File: src/atsm_defines.svh
// Constants for the aux temperature and self-test monitor
// Function
// [RULE1] Charge pump off during whole scan
// [RULE2] Host keeps settle delay short under load
// [RULE3] Aux after powerup, cells, self-test; one then two
// [RULE4] Aux results stored at 0x40 and 0x41
// [RULE5] Aux results are 12-bit codes
// [RULE6] Aux phase within 10us or 17us
// [RULE7] Compare each stored result to thresholds
// [RULE8] Violation sets enabled hot/cold status flag
// [RULE9] Per-channel hot/cold enables in result registers
// [RULE10] Flags clear when condition clears
// [RULE11] Alarm pin only with matching alarm enable
// [RULE12] Self-test only when enabled; stored
// [RULE13] Self-test right after cells, before aux
// [RULE14] Self-test data in upper three nibbles
// [RULE15] Host treats about 0x5e1 as normal
// [RULE16] Host decodes short and open codes
// [RULE17] Host tracks self-test baseline drift
// [RULE18] Oscillating reference sets reference-open flag
// [RULE19] Aux converted only when enabled
// [RULE20] Host starts scan via scan bit
// [RULE21] Thermistor bias on at scan start
// [RULE22] Settling delay 5.3us steps before each aux
// [RULE23] Any enabled channel violation sets shared flag
// [RULE24] Alarm holds while routed flag stays set
`ifndef ATSM_DEFINES_SVH
`define ATSM_DEFINES_SVH
`define ATSM_ADDR_STATUS    8'h02
`define ATSM_ADDR_CONVCFG   8'h08
`define ATSM_ADDR_ACQUISITION_CONFIG_REG    8'h0c
`define ATSM_ADDR_SCAN_CONTROL_REG  8'h0d
`define ATSM_ADDR_FAULT     8'h0e
`define ATSM_ADDR_COLD      8'h1e
`define ATSM_ADDR_HOT       8'h1f
`define ATSM_ADDR_AUX1      8'h40
`define ATSM_ADDR_AUX2      8'h41
`define ATSM_ADDR_SELFTEST  8'h42
`define ATSM_ST_HOT         1
`define ATSM_ST_COLD        0
`define ATSM_CFG_AUX1EN     0
`define ATSM_CFG_AUX2EN     1
`define ATSM_CFG_OTEN       2
`define ATSM_CFG_UTEN       3
`define ATSM_CFG_STEN       4
`define ATSM_RES_HOT_COMPARE_ENABLE      15
`define ATSM_RES_COLD_COMPARE_ENABLE     14
`define ATSM_FLT_REFOPEN    0
`define ATSM_STATUS_RST     16'h0000
`define ATSM_CLK_NS         50
`define ATSM_STEP_NS        5300
`define ATSM_STEP_CYC       ((`ATSM_STEP_NS + `ATSM_CLK_NS - 1) / `ATSM_CLK_NS)
`define ATSM_CONV_CYC       8'h28
`define ATSM_PWRUP_CYC      8'h10
`define ATSM_CELL_CYC       8'h40
`define ATSM_REF_TOGGLES    4'h8
`endif

File: src/atsm_pkg.sv
// Types for the aux temperature and self-test monitor
package atsm_pkg;
   typedef enum logic [7:0] {
      ATSM_IDLE   = 8'h01,
      ATSM_PWRUP  = 8'h02,
      ATSM_CELLS  = 8'h04,
      ATSM_SELF   = 8'h08,
      ATSM_SET1   = 8'h10,
      ATSM_CONV1  = 8'h20,
      ATSM_SET2   = 8'h40,
      ATSM_CONV2  = 8'h80
   } atsm_state_e;
endpackage

File: src/atsm_cmp_if.sv
// Carrier for one aux channel compare
interface atsm_cmp_if;
   logic        stb;
   logic [11:0] code;
   logic [11:0] cold;
   logic [11:0] hot;
   logic        hot_en;
   logic        cold_en;
   logic        hot_v;
   logic        cold_v;
   logic        upd;
   modport ctl (output stb, code, cold, hot, hot_en, cold_en, input hot_v, cold_v, upd);
   modport cmp (input stb, code, cold, hot, hot_en, cold_en, output hot_v, cold_v, upd);
endinterface

File: src/atsm_cmp.sv
// Per-channel threshold compare with registered verdicts
`include "atsm_defines.svh"
module atsm_cmp (
   input wire logic pclk,
   input wire logic presetn,
   atsm_cmp_if.cmp  c
);
   typedef struct packed {
      logic hot_v;
      logic cold_v;
      logic upd;
   } atsm_cmp_s;
   atsm_cmp_s r, next_r;

   // Verdict recomputed only when a new result is stored
   always_comb begin
      next_r = r;
      next_r.upd = c.stb;
      if (c.stb) begin
         next_r.hot_v  = c.hot_en && (c.code > c.hot);   // [RULE7] [RULE9]
         next_r.cold_v = c.cold_en && (c.code < c.cold); // [RULE7] [RULE9]
      end
   end

   always_ff @(posedge pclk or negedge presetn) begin
      if (!presetn) begin
         r <= '0;
      end else begin
         r <= next_r;
      end
   end

   assign c.hot_v  = r.hot_v;
   assign c.cold_v = r.cold_v;
   assign c.upd    = r.upd;

   property p_hot_cmp;
      @(posedge pclk) disable iff (!presetn)
      c.stb |=> (c.hot_v == $past(c.hot_en && (c.code > c.hot)));
   endproperty
   a_hot_cmp: assert property (p_hot_cmp) else $error("hot verdict wrong"); // [RULE7]
endmodule // atsm_cmp

File: src/atsm_monitor.sv
// APB register block sequencing aux, self-test and alarm logic
//
// Register access over APB was chosen for this implementation.
`include "atsm_defines.svh"
module atsm_monitor (
   input  wire logic        pclk,
   input  wire logic        presetn,
   input  wire logic        psel,
   input  wire logic        penable,
   input  wire logic        pwrite,
   input  wire logic [11:0] paddr,
   input  wire logic [31:0] pwdata,
   output logic      [31:0] prdata,
   output logic             pready,
   output logic             pslverr,
   input  wire logic        adc_done,
   input  wire logic [11:0] adc_code,
   input  wire logic        ref_osc,
   output logic             adc_start,
   output logic      [1:0]  adc_sel,
   output logic             pump_on,
   output logic             therm_bias_on,
   output logic             alarm_output_low,
   output logic             scan_busy
);
   typedef struct packed {
      atsm_pkg::atsm_state_e st;
      logic [15:0] status_flags;
      logic [15:0] converter_config;
      logic [15:0] acq_cfg;
      logic [15:0] cold_threshold;
      logic [15:0] hot_threshold;
      logic [15:0] aux_one_result;
      logic [15:0] aux_two_result;
      logic [15:0] selftest_result;
      logic [15:0] fault_analysis;
      logic [15:0] cnt;
      logic [5:0]  steps;
      logic        conv_wait;
      logic        ref_q;
      logic [3:0]  ref_tog;
      logic [1:0]  stb;
      logic [31:0] prdata;
      logic        pready;
      logic        pslverr;
      logic        adc_start;
      logic [1:0]  adc_sel;
      logic        pump_on;
      logic        therm_bias_on;
      logic        alarm_output_low;
      logic        busy;
   } atsm_mon_s;
   atsm_mon_s r, next_r;

   atsm_cmp_if ch1 ();
   atsm_cmp_if ch2 ();
   atsm_cmp u_cmp1 (.pclk(pclk), .presetn(presetn), .c(ch1));
   atsm_cmp u_cmp2 (.pclk(pclk), .presetn(presetn), .c(ch2));

   // Both compares see the same thresholds; enables come from each result register
   assign ch1.stb     = r.stb[0];
   assign ch1.code    = r.aux_one_result[11:0];
   assign ch1.cold    = r.cold_threshold[11:0];
   assign ch1.hot     = r.hot_threshold[11:0];
   assign ch1.hot_en  = r.aux_one_result[`ATSM_RES_HOT_COMPARE_ENABLE];  // [RULE9]
   assign ch1.cold_en = r.aux_one_result[`ATSM_RES_COLD_COMPARE_ENABLE]; // [RULE9]
   assign ch2.stb     = r.stb[1];
   assign ch2.code    = r.aux_two_result[11:0];
   assign ch2.cold    = r.cold_threshold[11:0];
   assign ch2.hot     = r.hot_threshold[11:0];
   assign ch2.hot_en  = r.aux_two_result[`ATSM_RES_HOT_COMPARE_ENABLE];
   assign ch2.cold_en = r.aux_two_result[`ATSM_RES_COLD_COMPARE_ENABLE];

   logic        acc;
   logic        wr;
   logic [7:0]  widx;
   logic        mapped;
   logic [15:0] rd;
   logic [15:0] settle_cyc;
   logic        hot_any;
   logic        cold_any;

   // Index from word address; upper address bits must be zero
   assign acc  = psel && penable && !r.pready;
   // Writes land on the edge where the master sees pready, not one edge early
   assign wr   = psel && penable && r.pready && pwrite;
   assign widx = paddr[9:2];
   assign settle_cyc = 16'(`ATSM_STEP_CYC) * {10'h000, r.acq_cfg[5:0]} + 16'(`ATSM_STEP_CYC); // [RULE22]
   assign hot_any  = (ch1.hot_v || ch2.hot_v);  // [RULE23]
   assign cold_any = (ch1.cold_v || ch2.cold_v); // [RULE23]

   // Read mux over the mapped words
   always_comb begin
      mapped = 1'b1;
      rd     = 16'h0000;
      unique case (widx)
         `ATSM_ADDR_STATUS:   rd = r.status_flags;
         `ATSM_ADDR_CONVCFG:  rd = r.converter_config;
         `ATSM_ADDR_ACQUISITION_CONFIG_REG:   rd = r.acq_cfg;
         `ATSM_ADDR_SCAN_CONTROL_REG: rd = {15'h0000, scan_busy};
         `ATSM_ADDR_FAULT:    rd = r.fault_analysis;
         `ATSM_ADDR_COLD:     rd = r.cold_threshold;
         `ATSM_ADDR_HOT:      rd = r.hot_threshold;
         `ATSM_ADDR_AUX1:     rd = r.aux_one_result;
         `ATSM_ADDR_AUX2:     rd = r.aux_two_result;
         `ATSM_ADDR_SELFTEST: rd = r.selftest_result;
         default:             mapped = 1'b0;
      endcase
      if (paddr[11:10] != 2'h0 || paddr[1:0] != 2'h0) begin
         mapped = 1'b0;
      end
   end

   // Next-state: bus, sequencer, flags, alarm
   always_comb begin
      next_r = r;
      next_r.pready    = acc;
      next_r.pslverr   = acc && !mapped;
      next_r.prdata    = (acc && !pwrite) ? {16'h0000, rd} : 32'h00000000;
      next_r.adc_start = 1'b0;
      next_r.stb       = 2'b00;
      if (r.cnt != 16'h0000) begin
         next_r.cnt = r.cnt - 16'h0001;
      end

      // Register writes; results keep their code, only the enables are writable
      if (wr && mapped) begin
         unique case (widx)
            `ATSM_ADDR_CONVCFG: next_r.converter_config = {11'h000, pwdata[4:0]};
            `ATSM_ADDR_ACQUISITION_CONFIG_REG:  next_r.acq_cfg = {10'h000, pwdata[5:0]};
            `ATSM_ADDR_COLD:    next_r.cold_threshold = {4'h0, pwdata[11:0]};
            `ATSM_ADDR_HOT:     next_r.hot_threshold = {4'h0, pwdata[11:0]};
            `ATSM_ADDR_AUX1:    next_r.aux_one_result[15:14] = pwdata[15:14];
            `ATSM_ADDR_AUX2:    next_r.aux_two_result[15:14] = pwdata[15:14];
            // Write 0 clears a reference-open flag; a new detection in the same cycle wins
            `ATSM_ADDR_FAULT:   next_r.fault_analysis[`ATSM_FLT_REFOPEN] =
                                   r.fault_analysis[`ATSM_FLT_REFOPEN] & pwdata[`ATSM_FLT_REFOPEN];
            default: ;
         endcase
      end

      // Scan sequencer
      unique case (r.st)
         atsm_pkg::ATSM_IDLE: begin
            next_r.pump_on = 1'b1;
            next_r.therm_bias_on = 1'b0;
            if (wr && widx == `ATSM_ADDR_SCAN_CONTROL_REG && pwdata[0] && paddr[11:10] == 2'h0) begin
               next_r.st = atsm_pkg::ATSM_PWRUP;
               next_r.cnt = {8'h00, `ATSM_PWRUP_CYC};
               next_r.pump_on = 1'b0; // [RULE1]
               next_r.therm_bias_on = r.converter_config[`ATSM_CFG_AUX1EN]
                                   || r.converter_config[`ATSM_CFG_AUX2EN]; // [RULE21]
            end
         end
         atsm_pkg::ATSM_PWRUP: begin
            if (r.cnt == 16'h0000) begin
               next_r.st = atsm_pkg::ATSM_CELLS;
               next_r.cnt = {8'h00, `ATSM_CELL_CYC};
            end
         end
         atsm_pkg::ATSM_CELLS: begin
            // Cell scanning lives elsewhere; only its duration is modelled
            if (r.cnt == 16'h0000) begin
               if (r.converter_config[`ATSM_CFG_STEN]) begin // [RULE12] [RULE13]
                  next_r.st = atsm_pkg::ATSM_SELF;
                  next_r.adc_start = 1'b1;
                  next_r.adc_sel = 2'h3;
               end else if (r.converter_config[`ATSM_CFG_AUX1EN]) begin
                  next_r.st = atsm_pkg::ATSM_SET1;
                  next_r.cnt = settle_cyc;
               end else if (r.converter_config[`ATSM_CFG_AUX2EN]) begin
                  next_r.st = atsm_pkg::ATSM_SET2;
                  next_r.cnt = settle_cyc;
               end else begin
                  next_r.st = atsm_pkg::ATSM_IDLE;
               end
            end
         end
         atsm_pkg::ATSM_SELF: begin
            if (adc_done) begin
               next_r.selftest_result = {adc_code, 4'h0}; // [RULE12] [RULE14]
               if (r.converter_config[`ATSM_CFG_AUX1EN]) begin // [RULE3]
                  next_r.st = atsm_pkg::ATSM_SET1;
                  next_r.cnt = settle_cyc;
               end else if (r.converter_config[`ATSM_CFG_AUX2EN]) begin
                  next_r.st = atsm_pkg::ATSM_SET2;
                  next_r.cnt = settle_cyc;
               end else begin
                  next_r.st = atsm_pkg::ATSM_IDLE;
               end
            end
         end
         atsm_pkg::ATSM_SET1: begin
            if (r.cnt == 16'h0000) begin
               next_r.st = atsm_pkg::ATSM_CONV1;
               next_r.adc_start = 1'b1;
               next_r.adc_sel = 2'h1;
               next_r.cnt = {8'h00, `ATSM_CONV_CYC};
            end
         end
         atsm_pkg::ATSM_CONV1: begin
            // Conversion is bounded so the aux phase meets its time budget
            if (adc_done || r.cnt == 16'h0000) begin // [RULE6]
               next_r.aux_one_result[11:0] = adc_code; // [RULE4] [RULE5]
               next_r.stb[0] = 1'b1;
               if (r.converter_config[`ATSM_CFG_AUX2EN]) begin // [RULE19]
                  next_r.st = atsm_pkg::ATSM_SET2;
                  next_r.cnt = settle_cyc;
               end else begin
                  next_r.st = atsm_pkg::ATSM_IDLE;
               end
            end
         end
         atsm_pkg::ATSM_SET2: begin
            if (r.cnt == 16'h0000) begin
               next_r.st = atsm_pkg::ATSM_CONV2;
               next_r.adc_start = 1'b1;
               next_r.adc_sel = 2'h2;
               next_r.cnt = {8'h00, `ATSM_CONV_CYC};
            end
         end
         atsm_pkg::ATSM_CONV2: begin
            if (adc_done || r.cnt == 16'h0000) begin // [RULE6]
               next_r.aux_two_result[11:0] = adc_code; // [RULE4] [RULE5]
               next_r.stb[1] = 1'b1;
               next_r.st = atsm_pkg::ATSM_IDLE;
            end
         end
         default: next_r.st = atsm_pkg::ATSM_IDLE;
      endcase

      // Flags follow the latest verdicts, set and clear by hardware only
      if (ch1.upd || ch2.upd) begin
         next_r.status_flags[`ATSM_ST_HOT]  = hot_any;  // [RULE8] [RULE10]
         next_r.status_flags[`ATSM_ST_COLD] = cold_any; // [RULE8] [RULE10]
      end

      // Reference oscillation: count edges, flag after enough toggles
      next_r.ref_q = ref_osc;
      if (ref_osc != r.ref_q && r.ref_tog != `ATSM_REF_TOGGLES) begin
         next_r.ref_tog = r.ref_tog + 4'h1;
      end
      if (r.ref_tog == `ATSM_REF_TOGGLES) begin
         next_r.fault_analysis[`ATSM_FLT_REFOPEN] = 1'b1; // [RULE18]
         next_r.ref_tog = 4'h0;
      end

      // Alarm pin low while a routed flag is set
      next_r.alarm_output_low = !((next_r.status_flags[`ATSM_ST_HOT] && r.converter_config[`ATSM_CFG_OTEN])
                              || (next_r.status_flags[`ATSM_ST_COLD] && r.converter_config[`ATSM_CFG_UTEN])); // [RULE11] [RULE24]
      next_r.busy = (next_r.st != atsm_pkg::ATSM_IDLE);
   end

   // State register; pump runs and alarm idles high out of reset
   always_ff @(posedge pclk or negedge presetn) begin
      if (!presetn) begin
         r <= '0;
         r.st <= atsm_pkg::ATSM_IDLE;
         r.status_flags <= `ATSM_STATUS_RST;
         r.pump_on <= 1'b1;
         r.alarm_output_low <= 1'b1;
      end else begin
         r <= next_r;
      end
   end

   assign prdata           = r.prdata;
   assign pready           = r.pready;
   assign pslverr          = r.pslverr;
   assign adc_start        = r.adc_start;
   assign adc_sel          = r.adc_sel;
   assign pump_on          = r.pump_on;
   assign therm_bias_on    = r.therm_bias_on;
   assign alarm_output_low = r.alarm_output_low;
   assign scan_busy        = r.busy;

   property p_pump_off;
      @(posedge pclk) disable iff (!presetn)
      (r.st != atsm_pkg::ATSM_IDLE) |-> !pump_on;
   endproperty
   a_pump_off: assert property (p_pump_off) else $error("pump on during scan"); // [RULE1]

   property p_self_first;
      @(posedge pclk) disable iff (!presetn)
      (r.st == atsm_pkg::ATSM_CELLS && r.cnt == 16'h0000 && r.converter_config[`ATSM_CFG_STEN])
         |=> (r.st == atsm_pkg::ATSM_SELF);
   endproperty
   a_self_first: assert property (p_self_first) else $error("self-test not after cells"); // [RULE13]

   property p_aux_order;
      @(posedge pclk) disable iff (!presetn)
      (r.st == atsm_pkg::ATSM_CONV2) |-> $past(r.st) inside {atsm_pkg::ATSM_SET2, atsm_pkg::ATSM_CONV2};
   endproperty
   a_aux_order: assert property (p_aux_order) else $error("aux two out of order"); // [RULE3]

   property p_bias;
      @(posedge pclk) disable iff (!presetn)
      ($past(r.st) == atsm_pkg::ATSM_IDLE && r.st == atsm_pkg::ATSM_PWRUP
       && (r.converter_config[`ATSM_CFG_AUX1EN] || r.converter_config[`ATSM_CFG_AUX2EN])) |-> therm_bias_on;
   endproperty
   a_bias: assert property (p_bias) else $error("bias not on at scan start"); // [RULE21]

   property p_conv_bound;
      @(posedge pclk) disable iff (!presetn)
      $rose(r.st == atsm_pkg::ATSM_CONV1) |-> ##[1:42] (r.st != atsm_pkg::ATSM_CONV1);
   endproperty
   a_conv_bound: assert property (p_conv_bound) else $error("aux conversion overran"); // [RULE6]

   property p_alarm;
      @(posedge pclk) disable iff (!presetn)
      (r.status_flags[`ATSM_ST_HOT] && r.converter_config[`ATSM_CFG_OTEN]
       && $stable(r.status_flags) && $stable(r.converter_config)) |-> !alarm_output_low;
   endproperty
   a_alarm: assert property (p_alarm) else $error("alarm not asserted"); // [RULE11]

   property p_alarm_hold;
      @(posedge pclk) disable iff (!presetn)
      (r.status_flags[1:0] == 2'b00 && $stable(r.status_flags)) |-> alarm_output_low;
   endproperty
   a_alarm_hold: assert property (p_alarm_hold) else $error("alarm without flag"); // [RULE24]

   property p_flag_follow;
      @(posedge pclk) disable iff (!presetn)
      ch1.upd && !ch2.upd |=> (r.status_flags[`ATSM_ST_HOT] == $past(hot_any));
   endproperty
   a_flag_follow: assert property (p_flag_follow) else $error("hot flag not updated"); // [RULE8] [RULE10]

   property p_self_nib;
      @(posedge pclk) disable iff (!presetn)
      r.selftest_result[3:0] == 4'h0;
   endproperty
   a_self_nib: assert property (p_self_nib) else $error("self-test low nibble set"); // [RULE14]

   c_scan:  cover property (@(posedge pclk) disable iff (!presetn) r.st == atsm_pkg::ATSM_CONV2);
   c_self:  cover property (@(posedge pclk) disable iff (!presetn) r.st == atsm_pkg::ATSM_SELF);
   c_alarm: cover property (@(posedge pclk) disable iff (!presetn) $fell(alarm_output_low));
   c_ref:   cover property (@(posedge pclk) disable iff (!presetn) r.fault_analysis[0]);
endmodule // atsm_monitor

File: config.mk
export PLATFORM = sky130hd
export DESIGN_NAME = atsm_monitor
export DESIGN_NICKNAME = d
export VERILOG_FILES = /design/src/atsm_pkg.sv /design/src/atsm_cmp_if.sv /design/src/atsm_cmp.sv /design/src/atsm_monitor.sv
export VERILOG_INCLUDE_DIRS = /design/src
export SDC_FILE = /design/constraint.sdc
export NUM_CORES = 1
export LEC_CHECK = 0
export BUFFER_PORTS_ARGS = -buffer_cell sky130_fd_sc_hd__buf_2
export CAP_MARGIN = 20
export CORE_ASPECT_RATIO = 1.5
export CORE_MARGIN = 5
export CORE_UTILIZATION = 30
export DETAILED_ROUTE_END_ITERATION = 7
export GPL_ROUTABILITY_DRIVEN = 1
export SLEW_MARGIN = 20
export SYNTH_ARGS = -nofsm -noshare
export SYNTH_HDL_FRONTEND = slang
export SYNTH_SLANG_ARGS = --single-unit
File: constraint.sdc
create_clock -name pclk -period 6.95 [get_ports pclk]
set_clock_uncertainty 0.05 [all_clocks]
set_input_delay 0 -clock pclk [delete_from_list [all_inputs] [get_ports pclk]]
set_output_delay 0 -clock pclk [all_outputs]
set_load 0.03 [all_outputs]
# After elaboration in Yosys (flattened, before gate mapping)
# Index checks and enable logic that the tools add are counted.
# op_classes
n_addsub	3
multipliers	1
n_div	0
order_cmp	4
eq_ne	26
n_shift	0
n_mux	42
n_bitwise	1
n_reduce_logical	50
# ops
op	count
$mux W16	11
$pmux W16 S10	1
$pmux W16 S6	1
$mux W8	10
$pmux W8 S8	1
$eq A8 B4 Y1 const B	5
$eq A8 B7 Y1 const B	4
$eq A8 B5 Y1 const B	3
$gt A12 B12 Y1	2
$lt A12 B12 Y1	2
$reduce_and A2 Y1	10
$logic_and A1 B1 Y1	17
$eq A8 B2 Y1 const B	2
$logic_not A16 Y1	1
$reduce_bool A16 Y1	1
$sub A16 B1 Y16 const B	1
$add A13 B7 Y14 const B	1
$mul A6 B6 Y12 const A	1
$mux W3	4
$reduce_bool A2 Y1	5
$reduce_or A10 Y1	1
$pmux W3 S3	1
$eq A8 B1 Y1 const B	1
$eq A8 B3 Y1 const B	1
other kinds (19)	40
# word_totals
reg_bits	140
latch_bits	0
mem_bits_rw	0
mem_bits_ro	0
in_bits	63
out_inout_bits	41
elab_cells	158
n_memories	0

# Depth between registers and ports, before layout
# depth
depth_word	9
mapped_depth	13
mapped_depth_nobuf	13

# Cells and area by module
# Synthesis repeated with hierarchy kept, for this count alone.
# unflattened
hier_cells	922
area_unflattened_um2	9041.2
# modules_own_cells
module	n_inst	cells_each	area_each_um2	seq_area_each_um2
atsm_monitor	1	752	7682.4	3357.0
atsm_cmp	2	85	679.4	75.1

# Worst setup path after synthesis
# Ideal clock, no wire load.
# synth_timing
path_type	reg2reg
from	register r[168] (netlist name)
to	register r[68] (netlist name)
setup_time_ns	0.074
arrival_time_ns	3.354
required_time_ns	6.826
setup_slack_ns	3.472
stages_incl_launch_ff	14
n_path_buf	0
synth_period_minus_slack_ns	3.478
path_cell_list	dfrtp_1 > ha_1 > inv_1 > fa_1 > inv_1 > fa_1 > ha_1 > nand3_1 > o2111ai_1 > a21o_1 > a21o_1 > xnor2_1 > or4_4 > o21ai_2
# synth_lines
element	line	rtl
start: declaration	atsm_monitor.sv:53	atsm_mon_s r, next_r;
start signal: assignment	atsm_monitor.sv:263	r <= next_r;

# Final worst setup path
# layout_timing
from	register r[55] (netlist name)
to	register r (netlist bit ch2.code[4])
# layout_via
elab_chain_cells	3
# layout_lines
element	line	rtl
$logic_not A16 Y1	atsm_monitor.sv:223	if (adc_done || r.cnt == 16'h0000) begin
$logic_or A1 B1 Y1	atsm_monitor.sv:223	
$reduce_and A2 Y1 (no line)	--	
# Every way passes these cells.
# A chain may end at the register's enable or synchronous reset.

==> results.txt <==
----------------------------------------------------
[Synthesis]
  Part of the Yosys area used for sequential elements ... between 40% and 50%
  Proportion of netlist area held by the largest area contributor ... 39.7%
  Top area cells in the synthesized netlist ... sky130_fd_sc_hd__dfrtp_1, sky130_fd_sc_hd__ha_1, sky130_fd_sc_hd__mux2_2
  Number of distinct library cell variants in the gate-level netlist after synthesis ... 74
  Syn avg cell area ... 10.2 µm²
  Yosys reg bits ... 140
  Gate count of the mapped netlist ... 847
  Most instantiated library cell after synthesis ... sky130_fd_sc_hd__dfrtp_1
  Async set or reset register ratio after synthesis ... 100%
  Most instantiated cells after synthesis ... sky130_fd_sc_hd__dfrtp_1, sky130_fd_sc_hd__ha_1, sky130_fd_sc_hd__mux2_2, sky130_fd_sc_hd__inv_1, sky130_fd_sc_hd__nand2_1
  Most used flip-flop cell after synthesis ... sky130_fd_sc_hd__dfrtp_1
  Cell area after synthesis ... 8640 µm²
  Number of enable-type register cells in the synthesized netlist ... 0
  Synth Warn # ... 0
  Synth area leader ... sky130_fd_sc_hd__dfrtp_1

[STA]
  Final-report hold violation count ... 0
  Worst slew margin ... 39.4%
  Fin Setup TNS ... 0 ns
  F_max ... around 220 MHz
  Worst-Margin Slew ... 0.909 ns
  Tightest hold margin ... 0.0127 ns
  Setup ws final ... 2.34 ns
  Max-slew violations ... 0
  Clock period minus worst slack ... about 4.6 ns
  Unrepaired setup endpoints after global routing ... no
  Final-report setup violation count ... 0
  Share of the clock period used by the worst path ... 66.4%

[Place]
  Cell area after placement ... 9230 µm²
  Minimum setup slack after placement ... 2.38 ns
  Detailed-placement wirelength estimate ... 18000 µm
  Port Buffers ... 69
  Routability-driven placement congestion ratio ... 0.875

[Power and ir drop]
  Power Dens Cells ... around 210 nW/µm²
  Static Leak ... 4.71 nW
  Peak ir drop on the vdd network ... 0.000189 V

[CTS]
  CTS root buffer ... sky130_fd_sc_hd__clkbuf_16
  CTS clk-pin slew, worst paths ... 0.07 ns
  Number of buffers added for setup after CTS ... 0
  Num CTS Buffers ... 17
  Clock sink count ... 140
  Largest buffer count on any clock path ... 2
  Clock tree from TritonCTS ... yes
  Clock latency of the later-clocked register in the worst-skew pair ... 0.43 ns
  Clock H-tree levels ... 4

[Floorplan]
  Area of the core ... roughly 29000 µm²
  Die height ... 218 µm
  Number of cell rows ... 76
  I/O pin total ... roughly 100
  Overall die area ... 32400 µm²
  Starting density of the core ... 30.2%
  Die width ... 149 µm

[Route]
  Average wire per cell in the routed design ... approximately 18 µm
  Count of nets left with antenna violations after detail routing ... 0
  DRC violations left ... 0
  Total detailed-routing wirelength ... 23900 µm
  Iter 0 DRT Violations ... 523
  First-pass iteration count of the detailed router ... 5
  Number of vias per cell after detailed routing ... 5.11
  Total number of vias ... 6858

[Worst setup path]
  Slowest stage cell on the critical path ... sky130_fd_sc_hd__nor2_2
  Type of the setup path with the least slack ... flip-flop to flip-flop
  Cell-by-cell trace of the critical path ... inv_1 -> ha_1 -> or3b_2 -> nand3b_1 -> nor2_2 -> clkinv_1 -> nand2_1 -> o21a_1 -> mux2_2
  CP peak stage delay ... about 0.72 ns
  Startpoint type of the worst setup path ... flip-flop
  Critical path arrival ... 4.87 ns
  Maximum fanout count along the critical path ... 19
  Worst setup EP type ... flip-flop
  Worst Path Required ... 7.21 ns

[Cells and area]
  Number of nets at the end of the flow ... ~1100
  Layout cell share with drive strength beyond 1 ... 20.8%
  Area growth syn-to-layout ... 18.2%
  Cell area after layout ... 10200 µm²
  Util after Layout ... 35.7%

[Global route]
  First-pass GRT wire length ... 37600 µm
  Aggregate global-route resource usage ... 15.0%
  Pin count of the biggest net entering global routing ... 73
  Grt ovf ... 0
  Number of global-route vias before repair ... 7156
  Number of antenna violations at the first check in global routing ... 1

[Job]
  Count of maximum capacitance violations ... 0

[Worst hold path]
  Class of the worst hold path ... input pin to flip-flop

[Status]
  Outcome ... finished, final reports clean

----------------------------------------------------
layer usage:
metal  share of wire, %  up-vias  GRT usage, %
met4                4.6        0          8.35
li1                   -     3221             -
met5                  0        -             0
met1                 36     3369          15.0
met3                3.5       70          2.43
met2                 56      198          28.7
stage by stage:
step | power [W] | cells
floorplan | 0.00113 | 862
finish | 0.00217 | 1341
global route | 0.00226 | 1341
global placement | 0.00120 | 1271
CTS | 0.00218 | 1340
detailed placement | 0.00121 | 1271
final cells by class:
| class | count | area, µm² |
|---|---|---|
| sequential | 140 | 3510 |
| clock buffer | 19 | 443 |
| multi-input combinational | 607 | 4610 |
| antenna | 1 | 2.50 |
| tap | 390 | 488 |
| fill | 2878 | 18400 |
| inverter | 58 | 218 |
| clock inverter | 13 | 165 |
| timing repair buffer | 113 | 774 |
worst max-delay path: cells and delay by family, from the launching register on:
family	cells	cell delay, ns
AO/OA/AOI/OAI	1	0.69
adder cells (fa/ha/maj)	1	0.18
buffers and inverters	2	0.76
flip-flops	1	0.38
multiplexers	1	0.41
AND/OR/NAND/NOR	4	2.00
repair_timing:
action | in CTS | in global routing
hold buffers | 37 | 0
hold endpoints to repair | 156 | 0
resized for setup | 0 | 0
registers in the layout (all words and copies together) (netlist names), 2 cells and up:
name	cells
prdata	16
ch1.hot	12
r	55
ch1.code	12
adc_sel	2
ch1.cold	12
ch2.code	12
path summary, 6_finish.rpt:
path,from,end,slack [ns],cells after the start
setup / recovery,r[55],ch2.code[4],2.34,9
hold / removal,paddr[3],prdata[14],0.01,4
setup reg to reg,r[55],ch2.code[4],2.34,9
hold reg to reg,ch2.stb,u_cmp2.c.upd,0.40,0
max in group asynchronous,presetn,ch1.cold[2],5.33,3
min in group asynchronous,presetn,r[46],0.09,2
power breakdown:
group	leakage [nW]	switching, W	internal (W)
Clock	0.298	0.000375	0.000576
Sequential	1.83	0.0000584	0.000874
Combinational	2.58	0.000153	0.000130
Total	4.71	0.000586	0.00158
cell usage in the layout, fill, tap and decap left out, types with 12 or more instances in the layout:
cell type                       count
sky130_fd_sc_hd__buf_2             68
sky130_fd_sc_hd__mux2_2            70
sky130_fd_sc_hd__clkbuf_16         17
sky130_fd_sc_hd__xnor2_1           21
sky130_fd_sc_hd__o21ai_0           40
sky130_fd_sc_hd__nand2_1           55
sky130_fd_sc_hd__dlygate4sd3_1     37
sky130_fd_sc_hd__a21o_1            13
sky130_fd_sc_hd__ha_1              75
sky130_fd_sc_hd__nor2_1            53
sky130_fd_sc_hd__a31oi_1           12
sky130_fd_sc_hd__inv_1             57
sky130_fd_sc_hd__conb_1            16
sky130_fd_sc_hd__nor3_1            19
sky130_fd_sc_hd__a22oi_1           18
sky130_fd_sc_hd__dfrtp_1          137
sky130_fd_sc_hd__a21oi_1           35
cells by family after synthesis:
kind of cell | after synthesis | synth area share, %
compound gates | 186 | 14.5
xor+xnor | 32 | 3.24
fa+ha+maj | 80 | 12.0
buf+inv | 115 | 6.69
flops | 140 | 40.6
mux | 74 | 9.59
other cells | 1 | 0.0434
simple gates | 219 | 13.3
No activity file was read; power rests on OpenSTA's default activity.
